## config.mk

```make
export PLATFORM = sky130hd
export DESIGN_NAME = rsf_framer
export DESIGN_NICKNAME = d
export VERILOG_FILES = /design/src/rtl/rsf_pkg.sv /design/src/rtl/rsf_framer.sv
export SDC_FILE = /design/constraint.sdc
export NUM_CORES = 1
export LEC_CHECK = 0
export BUFFER_PORTS_ARGS = -buffer_cell sky130_fd_sc_hd__buf_2
export CORE_AREA = 2 2 282 284
export CTS_BUF_LIST = sky130_fd_sc_hd__clkbuf_8
export DETAILED_ROUTE_END_ITERATION = 6
export DIE_AREA = 0 0 284 286
export PLACE_DENSITY = 0.52
export SLEW_MARGIN = 20
export SYNTH_ARGS = -nofsm -noshare
export SYNTH_HDL_FRONTEND = slang
export SYNTH_SLANG_ARGS = --single-unit
```

## constraint.sdc

```tcl
create_clock -name i_mclk -period 1.5 [get_ports i_mclk]
set_clock_uncertainty 0.15 [all_clocks]
set_input_delay 0.3 -clock i_mclk [delete_from_list [all_inputs] [get_ports i_mclk]]
set_output_delay 0.3 -clock i_mclk [all_outputs]
set_load 0.05 [all_outputs]
```

## src/rtl/rsf_pkg.sv

```systemverilog
package rsf_pkg;

	// sideband field positions
	localparam int RSF_LANE_LO = 4;
	localparam int RSF_LANE_HI = 7;
	localparam int RSF_BVALID_LO = 8;
	localparam int RSF_BVALID_HI = 39;
	localparam int RSF_SOP_BIT = 40;
	localparam int RSF_ERR_BIT = 41;
	localparam int RSF_HINT_BIT = 42;
	localparam int RSF_PH_LO = 43;
	localparam int RSF_PH_HI = 44;
	localparam int RSF_TAG_LO = 45;
	localparam int RSF_TAG_HI = 52;
	localparam int RSF_PAR_LO = 53;
	localparam int RSF_PAR_HI = 84;
	localparam int RSF_SB_W = 85;
	localparam int RSF_MAX_BYTES = 32;

	// register map
	localparam logic [3:0] RSF_REG_STATUS = 4'h0;
	localparam logic [3:0] RSF_REG_MASK = 4'h1;
	localparam logic [3:0] RSF_REG_COUNT = 4'h2;
	localparam logic [3:0] RSF_REG_CTRL = 4'h3;
	localparam logic [2:0] RSF_MASK_RST = 3'h0;
	localparam logic [0:0] RSF_CTRL_RST = 1'h1;
	localparam int RSF_EV_ERR = 0;
	localparam int RSF_EV_AER = 1;
	localparam int RSF_EV_PKT = 2;

	// request kind of the packet being framed
	typedef enum logic [1:0] {
		RSF_KIND_READ = 2'b00,
		RSF_KIND_WRITE = 2'b01,
		RSF_KIND_ATOMIC = 2'b10,
		RSF_KIND_MSGDATA = 2'b11
	} rsf_kind_type;

	typedef enum logic [0:0] {
		RSF_ST_FIRST = 1'b0,
		RSF_ST_BODY = 1'b1
	} rsf_state_type;

	// per-beat input description from the core
	typedef struct packed {
		logic valid;
		logic first;
		logic last;
		rsf_kind_type kind;
		logic zero_len;
		logic [3:0] final_dword_lane_mask;
		logic [31:0] payload_mask;
		logic hint_present;
		logic [1:0] hint_type;
		logic [7:0] steering_tag;
		logic mem_error;
	} rsf_beat_type;

	typedef struct packed {
		logic [2:0] status;
		logic [2:0] mask;
		logic [15:0] count;
		logic endpoint;
		logic [31:0] rdata;
		logic aer;
	} rsf_regs_type;

endpackage
```

## src/rtl/rsf_framer.sv

```systemverilog
// Overview of operation
// - final-Dword lane mask bits 7:4 follow header last byte enables.
// - atomics and data-carrying messages force the lane mask to all ones.
// - lane mask meaningful only when first-beat marker and valid are high.
// - bits 39:8 flag payload bytes of the data bus, never descriptor bytes.
// - payload over two Dwords gives a contiguous run of byte-valid bits.
// - zero-length write sends one Dword payload with all byte-valid bits zero.
// - 128-bit bus zeroes byte-valid 31:16; 64-bit bus zeroes 31:8.
// - first-beat marker bit 40 high in every packet's first beat.
// - payload-error never without payload, only in a last beat.
// - as endpoint, each payload error also reported upstream via error reporting.
// - hint-present bit 42 set when the request carries a processing hint.
// - hint PH value on bits 44:43 in the first beat.
// - hint steering tag on bits 52:45 in the first beat.
// - bits 84:53 hold odd parity of each data byte.
// - unused upper parity bits held at zero for narrow buses.
// - data bus width is 64, 128 or 256 bits.
//
// Local design decisions: the address map and the address-and-strobe port.
`timescale 1ns/1ns
`default_nettype none
module rsf_framer
	import rsf_pkg::*;
#(
	parameter int DATA_W = 256
) (
	// clock and reset
	input wire logic i_mclk,
	input wire logic i_arst_n,
	input wire logic i_ce,
	// beat from the core
	input wire rsf_beat_type i_beat,
	input wire logic [DATA_W-1:0] i_data,
	output logic o_beat_ready,
	// stream to the client
	output logic [DATA_W-1:0] o_request_data_bus,
	output logic [RSF_SB_W-1:0] o_request_sideband_bus,
	output logic o_request_beat_valid,
	output logic o_request_beat_last,
	input wire logic i_ready,
	// error reporting towards the upstream port
	output logic o_aer_report,
	// register port
	input wire logic [3:0] i_addr,
	input wire logic [31:0] i_wdata,
	input wire logic i_wr,
	input wire logic i_rd,
	output logic [31:0] o_rdata,
	output logic o_irq
);

	localparam int NBYTES = DATA_W / 8;

	// everything that persists across cycles
	typedef struct packed {
		logic valid;
		logic last;
		logic [DATA_W-1:0] data;
		logic [RSF_SB_W-1:0] sb;
		logic has_payload;
		rsf_state_type st;
		rsf_regs_type regs;
	} rsf_state_all_type;

	rsf_state_all_type s_r;
	rsf_state_all_type s_nxt;

	// only the three supported widths elaborate
	if (DATA_W != 64 && DATA_W != 128 && DATA_W != 256) begin : g_bad_width
		$error("rsf_framer data width must be 64, 128 or 256");
	end

	// beat acceptance
	logic take;
	logic accept;
	logic pkt_done;

	// per-lane results; lanes above the bus width stay zero
	logic [RSF_MAX_BYTES-1:0] bvalid;
	logic [RSF_MAX_BYTES-1:0] parity;

	// header-derived decisions
	logic [3:0] lane;
	logic has_pl;
	logic pkt_has_pl;
	logic err_flag;
	logic aer_set;

	// header fields, present only in a packet's first beat
	logic f_sop;
	logic [3:0] f_lane;
	logic f_hint;
	logic [1:0] f_ph;
	logic [7:0] f_tag;

	// sideband vector of the beat being taken
	logic [RSF_SB_W-1:0] sb_new;

	// next values of the output slot
	logic valid_new;
	logic last_new;
	logic [DATA_W-1:0] data_new;
	logic [RSF_SB_W-1:0] sb_slot;
	logic has_pl_new;
	rsf_state_type st_new;

	// register port
	logic [31:0] rd_word;
	logic [2:0] status_wr;
	logic [2:0] ev;
	logic [2:0] status_new;
	logic [15:0] count_new;
	logic [2:0] mask_new;
	logic endpoint_new;

	// output slot is free or drains this cycle; a stall holds the slot and packet state
	assign take = !s_r.valid || i_ready;
	assign o_beat_ready = take && i_ce;
	assign accept = take && i_beat.valid;
	assign pkt_done = accept && i_beat.last;

	// one lane per data byte
	for (genvar g = 0; g < RSF_MAX_BYTES; g++) begin : g_lane
		if (g < NBYTES) begin : g_used
			// zero-length write carries a dummy Dword with no valid byte
			assign bvalid[g] = i_beat.payload_mask[g] && !i_beat.zero_len;
			// xnor of the byte makes the total count of ones odd
			assign parity[g] = ~^i_data[g*8 +: 8];
		end else begin : g_unused
			assign bvalid[g] = 1'b0;
			assign parity[g] = 1'b0;
		end
	end

	// final-Dword lane mask from the header, forced for atomics and messages
	always_comb begin
		case (i_beat.kind)
			RSF_KIND_READ: begin
				lane = i_beat.final_dword_lane_mask;
			end
			RSF_KIND_WRITE: begin
				lane = i_beat.final_dword_lane_mask;
			end
			RSF_KIND_ATOMIC: begin
				lane = 4'hF;
			end
			RSF_KIND_MSGDATA: begin
				lane = 4'hF;
			end
			default: begin
				lane = i_beat.final_dword_lane_mask;
			end
		endcase
	end

	// reads carry no payload; a zero-length write still sends one Dword
	always_comb begin
		case (i_beat.kind)
			RSF_KIND_READ: begin
				has_pl = 1'b0;
			end
			RSF_KIND_WRITE: begin
				has_pl = 1'b1;
			end
			RSF_KIND_ATOMIC: begin
				has_pl = 1'b1;
			end
			RSF_KIND_MSGDATA: begin
				has_pl = 1'b1;
			end
			default: begin
				has_pl = 1'b0;
			end
		endcase
	end

	// later beats reuse what the first beat recorded
	assign pkt_has_pl = (s_r.st == RSF_ST_FIRST) ? has_pl : s_r.has_payload;

	// error flag only in the last beat of a payload-bearing packet
	always_comb begin
		err_flag = 1'b0;
		aer_set = 1'b0;
		if (accept && i_beat.last && i_beat.mem_error && pkt_has_pl) begin
			err_flag = 1'b1;
			// a root port has nobody upstream to tell
			aer_set = s_r.regs.endpoint;
		end
	end

	// header fields mean nothing outside the first beat
	always_comb begin
		f_sop = 1'b0;
		f_lane = 4'h0;
		f_hint = 1'b0;
		f_ph = 2'h0;
		f_tag = 8'h0;
		if (i_beat.first) begin
			f_sop = 1'b1;
			f_lane = lane;
			f_hint = i_beat.hint_present;
		end
		// type and tag stay zero without a hint
		if (i_beat.first && i_beat.hint_present) begin
			f_ph = i_beat.hint_type;
			f_tag = i_beat.steering_tag;
		end
	end

	// the source keeps a long payload's byte lanes contiguous
	always_comb begin
		sb_new = '0;
		sb_new[RSF_LANE_HI:RSF_LANE_LO] = f_lane;
		sb_new[RSF_BVALID_HI:RSF_BVALID_LO] = bvalid;
		sb_new[RSF_SOP_BIT] = f_sop;
		sb_new[RSF_ERR_BIT] = err_flag;
		sb_new[RSF_HINT_BIT] = f_hint;
		sb_new[RSF_PH_HI:RSF_PH_LO] = f_ph;
		sb_new[RSF_TAG_HI:RSF_TAG_LO] = f_tag;
		sb_new[RSF_PAR_HI:RSF_PAR_LO] = parity;
	end

	// output slot: a stalled beat keeps its data and sideband
	always_comb begin
		valid_new = s_r.valid;
		last_new = s_r.last;
		data_new = s_r.data;
		sb_slot = s_r.sb;
		if (s_r.valid && i_ready) begin
			valid_new = 1'b0;
		end
		if (accept) begin
			valid_new = 1'b1;
			last_new = i_beat.last;
			data_new = i_data;
			sb_slot = sb_new;
		end
	end

	// payload presence is latched at the first beat for the error decision
	assign has_pl_new = (accept && i_beat.first) ? has_pl : s_r.has_payload;

	// packet position, advanced by every accepted beat
	always_comb begin
		st_new = s_r.st;
		if (accept) begin
			case (s_r.st)
				RSF_ST_FIRST: begin
					st_new = i_beat.last ? RSF_ST_FIRST : RSF_ST_BODY;
				end
				RSF_ST_BODY: begin
					st_new = i_beat.last ? RSF_ST_FIRST : RSF_ST_BODY;
				end
				default: begin
					st_new = RSF_ST_FIRST;
				end
			endcase
		end
	end

	// status events: payload error, upstream report, packet done
	always_comb begin
		ev = 3'h0;
		ev[RSF_EV_ERR] = err_flag;
		ev[RSF_EV_AER] = aer_set;
		ev[RSF_EV_PKT] = pkt_done;
	end

	// packet counter wraps silently
	always_comb begin
		count_new = s_r.regs.count;
		if (pkt_done) begin
			count_new = s_r.regs.count + 16'h0001;
		end
	end

	// read decode; unmapped offsets read zero
	always_comb begin
		rd_word = 32'h0;
		if (i_rd) begin
			case (i_addr)
				RSF_REG_STATUS: begin
					rd_word = {29'h0, s_r.regs.status};
				end
				RSF_REG_MASK: begin
					rd_word = {29'h0, s_r.regs.mask};
				end
				RSF_REG_COUNT: begin
					rd_word = {16'h0, s_r.regs.count};
				end
				RSF_REG_CTRL: begin
					rd_word = {31'h0, s_r.regs.endpoint};
				end
				default: begin
					rd_word = 32'h0;
				end
			endcase
		end
	end

	// write-one-to-clear bits of the status register
	always_comb begin
		status_wr = 3'h0;
		if (i_wr && i_addr == RSF_REG_STATUS) begin
			status_wr = i_wdata[2:0];
		end
	end

	// a set in the same cycle as its clear wins, so no event is lost
	for (genvar e = 0; e < 3; e++) begin : g_status
		assign status_new[e] = ev[e] || (s_r.regs.status[e] && !status_wr[e]);
	end

	// control writes; other offsets leave both registers alone
	always_comb begin
		mask_new = s_r.regs.mask;
		endpoint_new = s_r.regs.endpoint;
		if (i_wr) begin
			case (i_addr)
				RSF_REG_MASK: begin
					mask_new = i_wdata[2:0];
				end
				RSF_REG_CTRL: begin
					endpoint_new = i_wdata[0];
				end
				default: begin
					mask_new = s_r.regs.mask;
				end
			endcase
		end
	end

	// single next-state process for all state
	always_comb begin
		s_nxt = s_r;
		s_nxt.valid = valid_new;
		s_nxt.last = last_new;
		s_nxt.data = data_new;
		s_nxt.sb = sb_slot;
		s_nxt.has_payload = has_pl_new;
		s_nxt.st = st_new;
		// upstream report is a one-cycle pulse
		s_nxt.regs.aer = aer_set;
		s_nxt.regs.status = status_new;
		s_nxt.regs.mask = mask_new;
		s_nxt.regs.count = count_new;
		s_nxt.regs.endpoint = endpoint_new;
		s_nxt.regs.rdata = rd_word;
	end

	always_ff @(posedge i_mclk or negedge i_arst_n) begin
		if (!i_arst_n) begin
			s_r <= '0;
			s_r.regs.mask <= RSF_MASK_RST;
			s_r.regs.endpoint <= RSF_CTRL_RST;
			s_r.st <= RSF_ST_FIRST;
		end else if (i_ce) begin
			s_r <= s_nxt;
		end
	end

	assign o_request_data_bus = s_r.data;
	assign o_request_sideband_bus = s_r.sb;
	assign o_request_beat_valid = s_r.valid;
	assign o_request_beat_last = s_r.last;
	assign o_aer_report = s_r.regs.aer;
	assign o_rdata = s_r.regs.rdata;
	// level interrupt follows the registered status and mask
	assign o_irq = |(s_r.regs.status & s_r.regs.mask);

endmodule
`default_nettype wire

```

==> run_results.csv <==
group,metric,value,unit
status,outcome,"finished, violations left",
status,failed_checks,"negative hold slack, negative setup slack",
cells_and_area,n_fill_cell,7092,
timing,finalCriticalPeriod,2.04,ns
worst_hold_path,hold_class,"in2reg",
global_routing,grt_pass1_vias,18000,
synthesis,ys_async_sr_fraction,100,%
placement,dp_hpwl,46200,µm
setup_path,cp.required,1.05,ns
timing,hold_viol_final,1,
setup_path,critPathKind,"reg2out",
synthesis,yosysMostFrequentCell,"nand2_1",
route,wl_per_cell,18.7,µm
floorplan,initial_core_util,24.7,%
setup_path,critPathArrivalTime,1.59,ns
setup_path,cp_num_buf_inv,2,
timing,period_share,136,%
setup_path,crit_family,"flip-flops",
power_and_ir_drop,comb_power_share,43.0,%
floorplan,die_h,286,µm
cells_and_area,seqCellArea,0.00954,mm²
synthesis,netlist_top_cells_area,"dfrtp_1, nand2_1, buf_4, xnor2_1, xor2_1",
synthesis,syn_avg_cell_area,9.11,µm²
setup_path,crit_fanout,2,
cells_and_area,drive_gt1_share,47.4,%
route,drt_iter0_drc,725,
power_and_ir_drop,pwr-share-seq,31.9,%
power_and_ir_drop,p_int,25.5,mW
timing,layout_setup_ws,-0.535,ns
synthesis,ys_seq_elements,381,
setup_path,end_kind,"output port",
global_routing,grt_max_degree,37,
power_and_ir_drop,power.share.switching,40.7,%
synthesis,synth_flop_cell,"dfrtp_1",
timing,rsz0062_at_grt,"true",
synthesis,syn_area,0.0194,mm²
setup_path,path_cells,"a222oi_1 -> inv_1 -> buf_6",
floorplan,io_pins,730,
timing,max_freq,0.491,GHz
synthesis,yosys.area.top_type,"dfrtp_1",
cells_and_area,post-route-util,43.1,%
timing,setup_viol,719,
synthesis,synth_enable_flop_cells,0,
route,post-route-drc-count,0,
cells_and_area,syn_to_final_growth,74.2,%
power_and_ir_drop,peakVddDrop,0.717,mV
power_and_ir_drop,p_per_area,1270,mW/mm²
floorplan,core,0.0784,mm²
clock_tree,numCtsBuffers,75,
clock_tree,clk_pin_slew,0.05,ns
setup_path,r2r-start,"o_request_beat_valid",
clock_tree,insertion_delay,0.62,ns
clock_tree,cts_tree,"built",
synthesis,synth_top_area_share,49.0,%
worst_hold_path,hp-start,"i_ce",
floorplan,die_w,284,µm
global_routing,overflow,0,
synthesis,synthTopCellsByCount,"nand2_1, dfrtp_1, buf_4",
setup_path,crit_slowest_cell,"dfrtp_1",
job,timing.max_cap.violations,0,
global_routing,grt_usage,16.6,%
cells_and_area,nets,3420,
timing,whs,-0.00311,ns
synthesis,yosysSeqAreaShare,49.2,%
setup_path,cp-startpoint,"s_r[52]",
cells_and_area,multi_input_area,0.00836,mm²
clock_tree,cts_num_sinks,381,
route,dr.pass1.iters,4,
floorplan,rows,103,
clock_tree,cts_root_buf,"clkbuf_8",
power_and_ir_drop,clockPowerShare,25.0,%
route,num_vias,17600,
placement,place_congestion,0.900,
clock_tree,clockBufferDepth,3,
global_routing,grt_pass1_wl,105000,µm
power_and_ir_drop,p_sw,17.5,mW
global_routing,antenna_found_initial,4,
timing,slew_violations,0,
power_and_ir_drop,cellLeakagePower,17.0,nW
synthesis,yosys_warnings,0,
synthesis,ys_types,46,
placement,portBuffers,680,
synthesis,syn_inst,2129,
route,ant_nets,0,
route,via_per_inst,4.22,
clock_tree,h-tree-depth,3,
route,finalWirelength,78100,µm
setup_path,start_kind,"flop",
floorplan,design.die.area,0.0812,mm²
setup_path,crit_path_max_incr_delay,0.37,ns
## cell families after synthesis
| kind of cell | share of synthesized area, % |
|---|---|
| AOI/OAI and AO/OA | 2.72 |
| xor gates and xnor gates | 10.8 |
| adders and majority gates | 0.0645 |
| buffers and inverters | 16.7 |
| DFF | 49.2 |
| muxes | 0.510 |
| other | 0.0193 |
| and+or+nand+nor | 20.0 |
## per-layer routing
metal / wire length [µm] / global-route usage (%) / share of wire [%]
met3: 4680 / 4.23 / 6.0
met2: 38200 / 27.7 / 49
met5: 34 / 0.291 / 0.044
met4: 4160 / 8.11 / 5.3
met1: 31000 / 19.8 / 40
## what timing repair did
action                                 CTS  global route
endpoints found under the hold margin  716            27
setup endpoints to repair              599           738
hold buffers                           322             3
pin swaps                               37           349
resized for setup                      802           582
buffers inserted                        78            30
gates cloned                            17            43
## power by group through the flow
| stage | registers, mW | logic (mW) | clock network [mW] |
|---|---|---|---|
| after detailed placement | 13.1 | 13.2 | 0 |
| after global routing | 13.9 | 19.3 | 11.6 |
| final | 13.7 | 18.5 | 10.7 |
| after CTS | 13.4 | 16.7 | 11.1 |
| after global placement | 13.1 | 13.2 | 0 |
| after floorplan | 13.0 | 11.6 | 0 |
## worst reg2reg max path, cell delays in order, from the launching register on
cell       delay (ns)
dfrtp_2          0.43
nand2b_4         0.09
buf_6            0.11
buf_6            0.09
nand3_4          0.16
buf_12           0.21
clkbuf_16        0.20
clkbuf_16        0.18
nand2_2          0.05
nand2_1          0.07
## path summary, 6_finish.rpt
path / slack, ns / end / cells past startpoint
max: -0.54 / o_irq / 3
min: -0.003 / o_request_beat_valid / 5
max reg2reg: -0.39 / o_request_sideband_bus[39] / 9
min reg2reg: 0.32 / s_r[49] / 1
max in group asynchronous: 0.65 / o_request_data_bus[24] / 4
min in group asynchronous: 0.08 / o_request_data_bus[193] / 3
## state kept, by name, summed over array words and instances, names as in the netlist
signal	flops
o_request_sideband_bus	81
o_request_data_bus	256
o_request_beat_last	1
o_rdata	16
s_r	25
o_aer_report	1
o_request_beat_valid	1
## placed cells by master, fill, tap and decap left out, types with 5 or more instances in the layout
master / synthesis / routed
inv_1: 6 / 26
buf_6: 2 / 392
o21ai_1: 0 / 19
nand2_4: 0 / 136
clkbuf_8: 0 / 97
dfrtp_1: 380 / 379
nand3b_1: 32 / 32
o21ai_2: 0 / 12
conb_1: 1 / 20
buf_16: 0 / 26
nand2_1: 886 / 537
xor2_1: 41 / 41
dlygate4sd3_1: 0 / 320
o21ai_0: 41 / 10
buf_2: 55 / 321
clkbuf_16: 0 / 36
buf_12: 0 / 42
buf_8: 0 / 18
a22o_1: 25 / 25
mux2_2: 5 / 5
buf_4: 377 / 143
diode_2: 0 / 5
xnor2_1: 198 / 197
nor2_1: 8 / 7
nand2_2: 0 / 213
## metrics by stage
| step | setup TNS (ns) | std cells | cell area, µm² | setup slack, ns | power (mW) |
|---|---|---|---|---|---|
| 6_report | -154.69 | 4172 | 33800 | -0.535 | 42.9 |
| 2_1_floorplan | -28.84 | 2148 | 19500 | -0.118 | 24.6 |
| 3_3_place_gp | -10.96 | 3558 | 22400 | -0.121 | 26.3 |
| 5_1_grt | -208.78 | 4171 | 33800 | -0.722 | 44.7 |
| 3_5_place_dp | -12.36 | 3558 | 22400 | -0.140 | 26.3 |
| 4_1_cts | -146.40 | 4099 | 30700 | -0.631 | 41.2 |
## layout make-up
| class | instances | share of cell area (%) |
|---|---|---|
| Inverter | 7 | 0.0778 |
| Tap cell | 1050 | 3.89 |
| Sequential cell | 381 | 28.2 |
| Clock buffer | 97 | 3.95 |
| Multi-Input combinational cell | 1304 | 24.7 |
| Clock inverter | 30 | 0.489 |
| Timing Repair Buffer | 1298 | 38.6 |
| Antenna cell | 5 | 0.0371 |
Note: power is estimated with default switching activity, not from simulation.
